<file path="config.mk">
export PLATFORM = sky130hd
export DESIGN_NAME = mac_tx_interrupt_status
export DESIGN_NICKNAME = d
export VERILOG_FILES = /design/src/inc/tx_irq_pkg.sv /design/src/collision_track.sv /design/src/defer_timer.sv /design/src/mac_tx_interrupt_status.sv
export SDC_FILE = /design/constraint.sdc
export NUM_CORES = 1
export LEC_CHECK = 0
export BUFFER_PORTS_ARGS = -buffer_cell sky130_fd_sc_hd__clkbuf_2
export CORE_MARGIN = 4
export CORE_UTILIZATION = 55
export DETAILED_ROUTE_END_ITERATION = 8
export PLACE_DENSITY = 0.78
export SYNTH_ARGS = -nofsm -noshare
export SYNTH_HDL_FRONTEND = slang
export SYNTH_HIERARCHICAL = 1
export SYNTH_SLANG_ARGS = --single-unit
</file>
<file path="constraint.sdc">
create_clock -name clk_i -period 11.3 [get_ports clk_i]
set_clock_uncertainty 0.15 [all_clocks]
set_input_delay 1.13 -clock clk_i [delete_from_list [all_inputs] [get_ports clk_i]]
set_output_delay 1.13 -clock clk_i [all_outputs]
set_load 0.01 [all_outputs]
</file>
<file path="src/inc/tx_irq_pkg.sv">
package tx_irq_pkg;
	// Register byte offsets
	localparam logic [7:0] STATUS_OFS = 8'h00;
	localparam logic [7:0] ENABLE_OFS = 8'h04;
	localparam logic [7:0] COMMAND_OFS = 8'h08;
	localparam logic [7:0] THRESH_OFS = 8'h0C;
	localparam logic [7:0] START_OFS = 8'h10;
	localparam logic [7:0] FLAGS_OFS = 8'h14;

	// Status and enable bit positions
	localparam int SUMMARY_BIT = 16;
	localparam int UNDERFLOW_BIT = 17;
	localparam int COMPLETE_BIT = 18;
	localparam int DEFER_BIT = 19;
	localparam int NOCARR_BIT = 20;
	localparam int ABORT_BIT = 21;
	localparam int LATECOL_BIT = 22;
	localparam int DESC_BIT = 23;
	localparam int BUSERR_BIT = 24;
	localparam int EVT_LO = 17;
	localparam int EVT_N = 8;

	// Command register fields
	localparam int FULL_DUPLEX_BIT = 0;
	localparam int SPEED_100_BIT = 1;
	localparam int NO_DEFER_BIT = 2;

	localparam logic [31:0] STATUS_RST = 32'h0000_0000;
	localparam logic [31:0] ENABLE_RST = 32'h0000_0000;
	localparam logic [31:0] COMMAND_RST = 32'h0000_0000;
	localparam logic [31:0] THRESH_RST = 32'h0000_0001;
	localparam logic [31:0] ZERO_WORD = 32'h0000_0000;

	// Deferral and collision limits
	localparam real DEFER_100_MS = 0.32768;
	localparam real DEFER_10_MS = 3.2768;
	localparam real CLK_MHZ = 10.0;
	localparam int DEFER_100_CYC = int'(DEFER_100_MS * 1000.0 * CLK_MHZ);
	localparam int DEFER_10_CYC = int'(DEFER_10_MS * 1000.0 * CLK_MHZ);
	localparam int DEFER_W = 16;
	localparam int ABORT_COLLISIONS = 16;
	localparam int COL_W = 5;
	localparam int SLOT_BYTES = 64;
	localparam int BYTE_W = 11;

	// Transmit path events from MII side
	typedef struct packed {
		logic frame_active;
		logic frame_start;
		logic frame_ok;
		logic fifo_underflow;
		logic collision;
		logic byte_sent;
		logic defer_pending;
		logic crs;
	} tx_path_t;

	typedef struct packed {
		logic paddr_hit;
		logic wr;
		logic rd;
	} bus_ctl_t;
endpackage : tx_irq_pkg

</file>
<file path="src/collision_track.sv">
`timescale 1ns/1ps
module collision_track
	import tx_irq_pkg::*;
(
	// Clock and reset
	input wire logic clk_i,
	input wire logic rst_n_i,
	// Transmit path
	input tx_irq_pkg::tx_path_t path_i,
	input wire logic half_duplex_i,
	// Events
	output logic abort_o,
	output logic late_col_o
);
	logic [COL_W-1:0] col_cnt_r;
	logic [BYTE_W-1:0] byte_cnt_r;
	logic col_half;

	assign col_half = path_i.collision && half_duplex_i;

	// Collision count survives retries, cleared by a good frame or by an abort
	always_ff @(posedge clk_i or negedge rst_n_i)
	begin
		if (!rst_n_i)
			col_cnt_r <= '0;
		else if (path_i.frame_ok || abort_o)
			col_cnt_r <= '0;
		else if (col_half)
			col_cnt_r <= col_cnt_r + 1'b1;
	end

	always_ff @(posedge clk_i or negedge rst_n_i)
	begin
		if (!rst_n_i)
			byte_cnt_r <= '0;
		else if (path_i.frame_start)
			byte_cnt_r <= '0;
		else if (path_i.byte_sent && byte_cnt_r != BYTE_W'(SLOT_BYTES))
			byte_cnt_r <= byte_cnt_r + 1'b1;
	end

	always_ff @(posedge clk_i or negedge rst_n_i)
	begin
		if (!rst_n_i)
		begin
			abort_o <= 1'b0;
			late_col_o <= 1'b0;
		end
		else
		begin
			abort_o <= col_half && (col_cnt_r == COL_W'(ABORT_COLLISIONS - 1));
			late_col_o <= col_half && (byte_cnt_r == BYTE_W'(SLOT_BYTES));
		end
	end
endmodule : collision_track

</file>
<file path="src/defer_timer.sv">
`timescale 1ns/1ps
module defer_timer
	import tx_irq_pkg::*;
(
	// Clock and reset
	input wire logic clk_i,
	input wire logic rst_n_i,
	// Control
	input wire logic enable_i,
	input wire logic speed_100_i,
	input wire logic pending_i,
	// Result
	output logic expired_o
);
	logic [DEFER_W-1:0] cnt_r;
	logic [DEFER_W-1:0] limit;
	logic counting;

	assign limit = speed_100_i ? DEFER_W'(DEFER_100_CYC) : DEFER_W'(DEFER_10_CYC);
	assign counting = enable_i && pending_i;

	always_ff @(posedge clk_i or negedge rst_n_i)
	begin
		if (!rst_n_i)
			cnt_r <= '0;
		else if (!counting)
			cnt_r <= '0;
		else if (cnt_r != limit)
			cnt_r <= cnt_r + 1'b1;
	end

	// One pulse on the cycle the wait passes the limit
	always_ff @(posedge clk_i or negedge rst_n_i)
	begin
		if (!rst_n_i)
			expired_o <= 1'b0;
		else
			expired_o <= counting && (cnt_r == limit - 1'b1);
	end
endmodule : defer_timer

</file>
<file path="src/mac_tx_interrupt_status.sv">
`timescale 1ns/1ps
module mac_tx_interrupt_status
	import tx_irq_pkg::*;
(
	// Clock and reset
	input wire logic clk_i,
	input wire logic arst_n_i,
	// APB slave
	input wire logic psel_i,
	input wire logic penable_i,
	input wire logic pwrite_i,
	input wire logic [7:0] paddr_i,
	input wire logic [31:0] pwdata_i,
	output logic [31:0] prdata_o,
	output logic pready_o,
	output logic pslverr_o,
	// Transmit path
	input tx_irq_pkg::tx_path_t tx_path_i,
	input wire logic desc_unavail_i,
	input wire logic dma_bus_error_i,
	// Outputs
	output logic retransmit_o,
	output logic dma_halted_o,
	output logic tx_irq_o
);
	logic rst_meta_r;
	logic rst_n;
	logic [31:0] status_r;
	logic [31:0] status_nxt;
	logic [31:0] enable_r;
	logic [31:0] command_r;
	logic [31:0] thresh_r;
	logic carrier_seen_r;
	logic [EVT_N-1:0] events;
	logic [EVT_N-1:0] evt_status;
	logic [EVT_N-1:0] w1c;
	logic tx_summary_irq;
	logic half_duplex;
	logic no_defer_ctl;
	logic defer_exp;
	logic abort_evt;
	logic late_evt;
	logic no_carrier_evt;
	logic access;
	logic wr_en;
	logic rd_en;
	logic hit_status;
	logic hit_enable;
	logic hit_command;
	logic hit_thresh;
	logic hit_start;
	logic hit_flags;
	logic mapped;
	logic [31:0] rd_word;

	// Two-stage reset release
	always_ff @(posedge clk_i or negedge arst_n_i)
	begin
		if (!arst_n_i)
		begin
			rst_meta_r <= 1'b0;
			rst_n <= 1'b0;
		end
		else
		begin
			rst_meta_r <= 1'b1;
			rst_n <= rst_meta_r;
		end
	end

	// APB decode
	assign access = psel_i && penable_i;
	assign hit_status = paddr_i == STATUS_OFS;
	assign hit_enable = paddr_i == ENABLE_OFS;
	assign hit_command = paddr_i == COMMAND_OFS;
	assign hit_thresh = paddr_i == THRESH_OFS;
	assign hit_start = paddr_i == START_OFS;
	assign hit_flags = paddr_i == FLAGS_OFS;
	assign mapped = hit_status | hit_enable | hit_command | hit_thresh | hit_start | hit_flags;
	assign wr_en = access && pwrite_i && !pready_o;
	assign rd_en = access && !pwrite_i && !pready_o;

	assign half_duplex = !command_r[FULL_DUPLEX_BIT];
	assign no_defer_ctl = command_r[NO_DEFER_BIT];

	// In half duplex, carrier must show at frame start and must not drop once seen during the frame
	assign no_carrier_evt = half_duplex && tx_path_i.frame_active && !tx_path_i.crs
		&& (tx_path_i.frame_start || carrier_seen_r);

	always_ff @(posedge clk_i or negedge rst_n)
	begin
		if (!rst_n)
			carrier_seen_r <= 1'b0;
		else
			carrier_seen_r <= tx_path_i.frame_active && tx_path_i.crs;
	end

	defer_timer u_defer (
		.clk_i(clk_i),
		.rst_n_i(rst_n),
		.enable_i(half_duplex && !no_defer_ctl),
		.speed_100_i(command_r[SPEED_100_BIT]),
		.pending_i(tx_path_i.defer_pending),
		.expired_o(defer_exp)
	);

	collision_track u_col (
		.clk_i(clk_i),
		.rst_n_i(rst_n),
		.path_i(tx_path_i),
		.half_duplex_i(half_duplex),
		.abort_o(abort_evt),
		.late_col_o(late_evt)
	);

	// Events in status order, bits 17 up to 24
	assign events = {
		dma_bus_error_i,
		desc_unavail_i && !dma_halted_o,
		late_evt,
		abort_evt,
		no_carrier_evt,
		defer_exp,
		tx_path_i.frame_ok,
		tx_path_i.fifo_underflow
	};

	assign w1c = (wr_en && hit_status) ? pwdata_i[EVT_LO +: EVT_N] : '0;
	assign evt_status = (status_r[EVT_LO +: EVT_N] & ~w1c) | events;
	assign tx_summary_irq = |(evt_status & enable_r[EVT_LO +: EVT_N]);

	always_comb
	begin
		status_nxt = STATUS_RST;
		status_nxt[EVT_LO +: EVT_N] = evt_status;
		status_nxt[SUMMARY_BIT] = tx_summary_irq;
	end

	always_ff @(posedge clk_i or negedge rst_n)
	begin
		if (!rst_n)
			status_r <= STATUS_RST;
		else
			status_r <= status_nxt;
	end

	always_ff @(posedge clk_i or negedge rst_n)
	begin
		if (!rst_n)
			tx_irq_o <= 1'b0;
		else
			tx_irq_o <= tx_summary_irq && enable_r[SUMMARY_BIT];
	end

	// Writable control registers
	always_ff @(posedge clk_i or negedge rst_n)
	begin
		if (!rst_n)
		begin
			enable_r <= ENABLE_RST;
			command_r <= COMMAND_RST;
			thresh_r <= THRESH_RST;
		end
		else if (wr_en)
		begin
			if (hit_enable)
				enable_r <= pwdata_i;
			if (hit_command)
				command_r <= pwdata_i;
			// Larger threshold helps against frequent underflow
			if (hit_thresh)
				thresh_r <= pwdata_i;
		end
	end

	// DMA halt held until software demands a restart
	always_ff @(posedge clk_i or negedge rst_n)
	begin
		if (!rst_n)
			dma_halted_o <= 1'b0;
		else if (desc_unavail_i)
			dma_halted_o <= 1'b1;
		else if (wr_en && hit_start)
			dma_halted_o <= 1'b0;
	end

	// Retransmit request follows the underflow by one cycle
	always_ff @(posedge clk_i or negedge rst_n)
	begin
		if (!rst_n)
			retransmit_o <= 1'b0;
		else
			retransmit_o <= tx_path_i.fifo_underflow;
	end

	always_comb
	begin
		rd_word = ZERO_WORD;
		if (hit_status)
			rd_word = status_r;
		else if (hit_enable)
			rd_word = enable_r;
		else if (hit_command)
			rd_word = command_r;
		else if (hit_thresh)
			rd_word = thresh_r;
		else if (hit_flags)
			rd_word = {{30{1'b0}}, retransmit_o, dma_halted_o};
	end

	// One wait state: answer registered, ready one cycle into access
	always_ff @(posedge clk_i or negedge rst_n)
	begin
		if (!rst_n)
		begin
			pready_o <= 1'b0;
			pslverr_o <= 1'b0;
			prdata_o <= ZERO_WORD;
		end
		else
		begin
			pready_o <= access && !pready_o;
			pslverr_o <= access && !pready_o && !mapped;
			if (rd_en)
				prdata_o <= rd_word;
		end
	end

	a_clear_keeps_event: assert property (@(posedge clk_i) disable iff (!rst_n)
		(events[COMPLETE_BIT-EVT_LO]) |=> status_r[COMPLETE_BIT])
		else $error("event lost against clear");
	a_w1c_clears: assert property (@(posedge clk_i) disable iff (!rst_n)
		(wr_en && hit_status && pwdata_i[UNDERFLOW_BIT] && !events[0]) |=> !status_r[UNDERFLOW_BIT])
		else $error("write one did not clear");
	a_zero_write_keeps: assert property (@(posedge clk_i) disable iff (!rst_n)
		(wr_en && hit_status && !pwdata_i[DEFER_BIT] && status_r[DEFER_BIT]) |=> status_r[DEFER_BIT])
		else $error("zero write changed flag");
	a_summary_or: assert property (@(posedge clk_i) disable iff (!rst_n)
		status_r[SUMMARY_BIT] == |(status_r[EVT_LO +: EVT_N] & enable_r[EVT_LO +: EVT_N]))
		else $error("summary bit mismatch");
	a_irq_gated: assert property (@(posedge clk_i) disable iff (!rst_n)
		tx_irq_o |-> (status_r[SUMMARY_BIT] && $past(enable_r[SUMMARY_BIT])))
		else $error("irq without enable");
	a_full_no_carrier: assert property (@(posedge clk_i) disable iff (!rst_n)
		(command_r[FULL_DUPLEX_BIT] && !status_r[NOCARR_BIT]) |=> !status_r[NOCARR_BIT])
		else $error("no carrier in full duplex");
	a_reserved_zero: assert property (@(posedge clk_i) disable iff (!rst_n)
		status_r[31:BUSERR_BIT+1] == '0 && status_r[SUMMARY_BIT-1:0] == '0)
		else $error("reserved bits set");
	a_underflow_retx: assert property (@(posedge clk_i) disable iff (!rst_n)
		tx_path_i.fifo_underflow |=> (retransmit_o && status_r[UNDERFLOW_BIT]))
		else $error("underflow not handled");
	a_halt_on_desc: assert property (@(posedge clk_i) disable iff (!rst_n)
		desc_unavail_i |=> (dma_halted_o && status_r[DESC_BIT]))
		else $error("desc unavail not halted");
	a_bus_err_flag: assert property (@(posedge clk_i) disable iff (!rst_n)
		dma_bus_error_i |=> status_r[BUSERR_BIT])
		else $error("bus error not flagged");
	a_defer_mode: assert property (@(posedge clk_i) disable iff (!rst_n)
		(defer_exp) |-> $past(half_duplex && !no_defer_ctl))
		else $error("deferral checked when disabled");
	a_carrier_start: assert property (@(posedge clk_i) disable iff (!rst_n)
		(half_duplex && tx_path_i.frame_active && tx_path_i.frame_start && !tx_path_i.crs)
		|=> status_r[NOCARR_BIT])
		else $error("no carrier missed");
endmodule : mac_tx_interrupt_status

</file>
Word level (Yosys, flattened, before mapping):

Cells that the tools add are included.

* bits in registers: 180
* bits of input ports: 55

* reductions and logical operators: 39
* bitwise logic cells: 9
* eq/ne operators: 11
* add/sub/neg operators: 4
* mux-type cells: 15

Operators with widths (count)
* $mux W32: 4
* $mux W16: 3
* $logic_and A1 B1 Y1: 22
* $mux W11: 2
* $add A16 B1 Y16 const B: 1
* $and A8 B8 Y8: 2
* $eq A16 B16 Y1: 1
* $eq A8 B4 Y1 const B: 2
* $eq A8 B5 Y1 const B: 2
* $ne A16 B16 Y1: 1
* $sub A16 B1 Y16 const B: 1
* $add A11 B1 Y11 const B: 1
* $eq A11 B7 Y1 const B: 1
* $ne A11 B7 Y1 const B: 1
* $mux W5: 2
* $eq A8 B3 Y1 const B: 1
* $logic_not A8 Y1: 1
* $mux W8: 1
* $not A8 Y8: 1
* $or A8 B8 Y8: 1
* $reduce_or A8 Y1: 1
* $logic_not A1 Y1: 7
* $reduce_and A2 Y1: 3
* $reduce_bool A2 Y1: 3
* other kinds (7): 13

Logic depth before layout (Yosys ltp):

* depth in word-level cells: 11
* mapped depth: 7
* depth with buffers taken out: 6

Cells and area by module:

Netlist, hierarchy kept.

By module, submodules not included
* mac_tx_interrupt_status: seq. area each 3629.7 um^2, area an instance 6537.5 um^2, instances 1, cells each 499
* collision_track: seq. area each 450.4 um^2, area an instance 1022.2 um^2, instances 1, cells each 102
* defer_timer: seq. area each 425.4 um^2, area an instance 914.6 um^2, instances 1, cells each 102

Least setup slack after synthesis:

OpenSTA, ideal clock, no wires.

* path kind: input to register
* from: input paddr_i[1]
* to: register tx_irq_o
* arrival time: 2419 ps
* buffers on the path: 1
* slack: 8585 ps
* setup time: 146 ps
* data required time: 11004 ps
* stages: 6
* path through: nor4_2 -> and3_1 -> buf_4 -> a31oi_1 -> nor4_1 -> a41oi_1

* longest elaborated chain between the ends: 9

Ends and longest elaborated chain
* start: declaration: RTL line mac_tx_interrupt_status.sv:12 `input wire logic [7:0] paddr_i,`
* $logic_not A8 Y1: RTL line mac_tx_interrupt_status.sv:73 `assign hit_status = paddr_i == STATUS_OFS;`
* $logic_and A1 B1 Y1: RTL line mac_tx_interrupt_status.sv:128 `assign w1c = (wr_en && hit_status) ? pwdata_i[EVT_LO +: EVT_N] : '0;`
* $mux W8: RTL line mac_tx_interrupt_status.sv:128
* $not A8 Y8: RTL line mac_tx_interrupt_status.sv:129 `assign evt_status = (status_r[EVT_LO +: EVT_N] & ~w1c) | events;`
* $and A8 B8 Y8: RTL line mac_tx_interrupt_status.sv:129
* $or A8 B8 Y8: RTL line mac_tx_interrupt_status.sv:129
* $and A8 B8 Y8: RTL line mac_tx_interrupt_status.sv:130 `assign tx_summary_irq = |(evt_status & enable_r[EVT_LO +: EVT_N]);`
* $reduce_or A8 Y1: RTL line mac_tx_interrupt_status.sv:130
* $logic_and A1 B1 Y1: RTL line mac_tx_interrupt_status.sv:152 `tx_irq_o <= tx_summary_irq && enable_r[SUMMARY_BIT];`
* end signal: assignment: RTL line mac_tx_interrupt_status.sv:152
* end: declaration: RTL line mac_tx_interrupt_status.sv:24 `output logic tx_irq_o`

Every way passes these cells.
A chain may end at the register's enable or synchronous reset.

Final worst setup path:

* from: input paddr_i[2]
* to: register enable_r[26]

* longest elaborated chain between the ends: 2

Ends and longest elaborated chain
* $eq A8 B3 Y1: RTL line mac_tx_interrupt_status.sv:74 `assign hit_enable = paddr_i == ENABLE_OFS;`
* $reduce_and A2 Y1 (no source line)
* end signal: assignment: RTL line mac_tx_interrupt_status.sv:167 `enable_r <= pwdata_i;`
* end: declaration: RTL line mac_tx_interrupt_status.sv:30 `logic [31:0] enable_r;`

Every way passes these cells.

==> flow_metrics.py <==
metrics = {
    "grt": {
        "grt_pass1_wl_um": 32200,
        "antenna_found_initial": 1,
        "grt_pass1_vias": 6320,
        "track_usage": 0.229,
        "grt_max_degree": 73,
        "grt.overflow.total": 0,
    },
    "placement": {
        "port_buffers": 91,
        "pre_cts_ws_ns": 7.49,
        "dp_hpwl_um": 12500,
        "routabilityCongestion": 0.866,
    },
    "clocking": {
        "cts_resized": 0,
        "cts_sinks": 180,
        "clock_path_buffers": 2,
        "cts_max_level": 4,
        "cts_hold_buf": 0,
        "cts_inserted_buffers": 17,
        "cts_root_buf": "clkbuf_16",
        "post_cts_buffers": 0,
        "clock_latency_ns": 0.43,
        "cts_tree": "yes",
        "clk_pin_slew_ns": 0.07,
    },
    "yosys": {
        "synthTopCellsByArea": "dfrtp_1 53%, mux2_4 11%, mux2_2 7.0%",
        "yosysSeqAreaShare": 0.532,
        "synth_top_flop_cell": "dfrtp_1",
        "synthesis.area_um2": 8470,
        "synth_edf_count": 0,
        "async_flop_share": 1.00,
        "synth_top_area_frac": 0.529,
        "synthCells": 703,
        "yosys_warnings": 6,
        "synth_fp_nets": 763,
        "synth.avg_cell_area_um2": 12.1,
        "synthDistinctLibCells": 65,
        "synth-seq-cells": 180,
        "yosysTopAreaCell": "dfrtp_1",
    },
    "setup_path": {
        "reg2reg_from": "pready_o",
        "worst_path_largest_cell_delay_ns": 0.82,
        "critPathKind": "input port to flip-flop",
        "cp_max_fo": 38,
        "reg2regPathDepth": 3,
        "cp-end-kind": "flip-flop",
        "critPathRequiredTime_ns": 11.45,
        "cp-start-kind": "input port",
        "cp_cell_sequence": "clkbuf_2, buf_4, nor2b_1, nand3_2, mux2_1",
        "critical_path_buf_inv_count": 2,
        "critPathTopFamily": "simple AND/OR/NAND/NOR gates",
        "timing.rr.end": "enable_r[26]",
        "cp_slowest_cell": "nand3_2",
        "cp_data_arrival_time_ns": 3.52,
        "r2r_slack_ns": 8.57,
    },
    "power_and_ir_drop": {
        "clkPwrFrac": 0.452,
        "comb_power_share": 0.056,
        "leakage_nw": 4.75,
        "pwr-share-seq": 0.492,
        "ir_drop_v": 0.000114,
        "p_sw_frac": 0.224,
        "p_int_mw": 1.05,
        "switching_power_mw": 0.304,
        "power.density_nw_per_um2": 141,
    },
    "sta": {
        "fin_crit_ns": 3.37,
        "rsz0062_at_grt": "no",
        "report.final.slew_viol_count": 0,
        "worst_pin_slew_ns": 0.971,
        "fin_setup_tns_ns": 0,
        "setup_viol": 0,
        "min_period_over_period": 0.298,
        "hold_violations": 0,
        "max_freq_mhz": 297,
        "worst_slack_ns": 7.93,
        "slew_headroom": 0.352,
    },
    "floorplan": {
        "io_pins": 92,
        "die_h_um": 132,
        "core_region_area_um2": 15100,
        "die_w_um": 132,
        "start_util": 0.560,
        "row_count": 45,
        "dieArea_um2": 17500,
    },
    "worst_hold_path": {
        "hold_path.class": "flip-flop to flip-flop",
        "min_from": "rst_meta_r",
        "hold_depth": 0,
        "min_to": "rst_n",
    },
    "drt": {
        "drtAntennaViolNets": 0,
        "drtIter0Drc": 486,
        "num_vias": 5889,
        "dr_wl_met2_um": 9610,
        "wl_per_cell_um": 19.7,
        "wl_met3_um": 1070,
        "drcViolationCount": 0,
        "top_layer": "met4",
        "drt_wl_total_um": 19400,
        "wl_met1_um": 8560,
        "viasPerCell": 5.99,
        "first_pass_iters": 5,
    },
    "layout": {
        "drive_gt1_frac": 0.324,
        "area_growth_pct": 13.5,
        "nets": 842,
        "final_common_cell": "dfrtp_1",
        "fillCellCount": 1170,
        "final_cell_mix": "178 x dfrtp_1, 91 x clkbuf_2, 69 x nand2_1",
    },
    "run_status": {
        "status": "completed",
    },
    "job": {
        "max-cap-violations": 0,
    },
}
metrics by stage:
step	std cells	hold slack (ns)	total power [mW]	instance area [um^2]	utilization
CTS	982	0.201	1.37	9620	0.635
finish	983	0.200	1.36	9620	0.635
global placement	951	0.189	0.749	9010	0.595
detailed placement	951	0.186	0.755	9010	0.595
floorplan	703	0.181	0.721	8470	-
global route	983	0.221	1.40	9620	0.635
worst register-to-register path: stages, from the launching register on:
cell and delay, ns:
dfrtp_1 0.40, and4b_1 0.55, nand3_2 0.85, mux2_1 0.65
cell type report:
| cell class | instances | area [um^2] | share of cell area |
|---|---|---|---|
| sequential | 180 | 4510 | 0.469 |
| multi-input combinational | 470 | 3700 | 0.385 |
| timing repair buffer | 97 | 500 | 0.0520 |
| clock buffer | 23 | 488 | 0.0507 |
| tap | 188 | 235 | 0.0244 |
| clock inverter | 8 | 124 | 0.0129 |
| inverter | 16 | 60.1 | 0.00624 |
| antenna | 1 | 2.50 | 0.000260 |
cell usage after synthesis, types with 2 or more instances:
cell type and n:
o2bb2ai_1 2, nor2b_1 7, buf_2 8, nand2_1 69, and2_1 4, xnor2_1 3
nor4_1 6, a21oi_1 23, a31oi_1 7, a22oi_1 30, nor3_1 10, o31ai_1 5
o21ai_1 4, mux2_1 13, a41oi_1 3, nor4_4 2, buf_4 2, clkbuf_1 15
nand4_1 10, nor2_1 32, a21o_1 3, dfrtp_1 179, ha_1 5, mux2_4 60
nand3_1 15, or3_1 8, nand3b_1 2, buf_6 7, xor2_1 10, mux2_2 53
buf_1 5, o21ai_0 44, or4_1 4, inv_1 16, nand2b_1 3, and3_1 4
a22o_1 2
sequential cells by signal (all words and copies together), names as in the netlist:
name,cells
command_r,32
enable_r,32
prdata_o,32
thresh_r,32
u_defer/cnt_r,16
u_col/byte_cnt_r,11
status_r,9
u_col/col_cnt_r,5
carrier_seen_r,1
dma_halted_o,1
pready_o,1
pslverr_o,1
retransmit_o,1
rst_meta_r,1
rst_n,1
tx_irq_o,1
u_col/abort_o,1
u_col/late_col_o,1
u_defer/expired_o,1
how the worst max path moves through the flow:
| stage | from | endpoint | slack (ns) | cells past startpoint |
|---|---|---|---|---|
| 2_1_floorplan | rst_n | carrier_seen_r | 5.76 | 0 |
| 3_3_place_gp | paddr_i[2] | enable_r[27] | 7.56 | 5 |
| 3_5_place_dp | paddr_i[4] | enable_r[27] | 7.49 | 5 |
| 4_1_cts | paddr_i[4] | enable_r[26] | 7.94 | 5 |
| 5_1_grt | paddr_i[4] | enable_r[30] | 7.79 | 5 |
| 6_report | paddr_i[2] | enable_r[26] | 7.93 | 5 |
power groups by stage:
stage | combinational, mW | clock, mW | sequential (mW)
6_report | 0.0760 | 0.614 | 0.667
5_1_grt | 0.0839 | 0.651 | 0.669
4_1_cts | 0.0759 | 0.622 | 0.667
3_5_place_dp | 0.0756 | 0 | 0.679
3_3_place_gp | 0.0713 | 0 | 0.678
2_1_floorplan | 0.0389 | 0 | 0.682
routing by layer:
metal / up-vias / global-route usage
met4: 0 / 0.0595
met1: 3002 / 0.309
met5: - / 0
met2: 184 / 0.377
met3: 14 / 0.0523
li1: 2689 / -
kinds of logic (layout without fill, tap and decap cells):
kind of cell,after synthesis,count (layout),share of synthesized area
other cells,1,2,0.000443
flops,180,180,0.532
compound gates,130,130,0.0952
xor+xnor,13,13,0.0134
simple gates,194,194,0.125
buf+inv,53,144,0.0317
fa+ha+maj,5,5,0.00738
mux,127,127,0.195
Note: power is estimated with default switching activity, not from simulation.
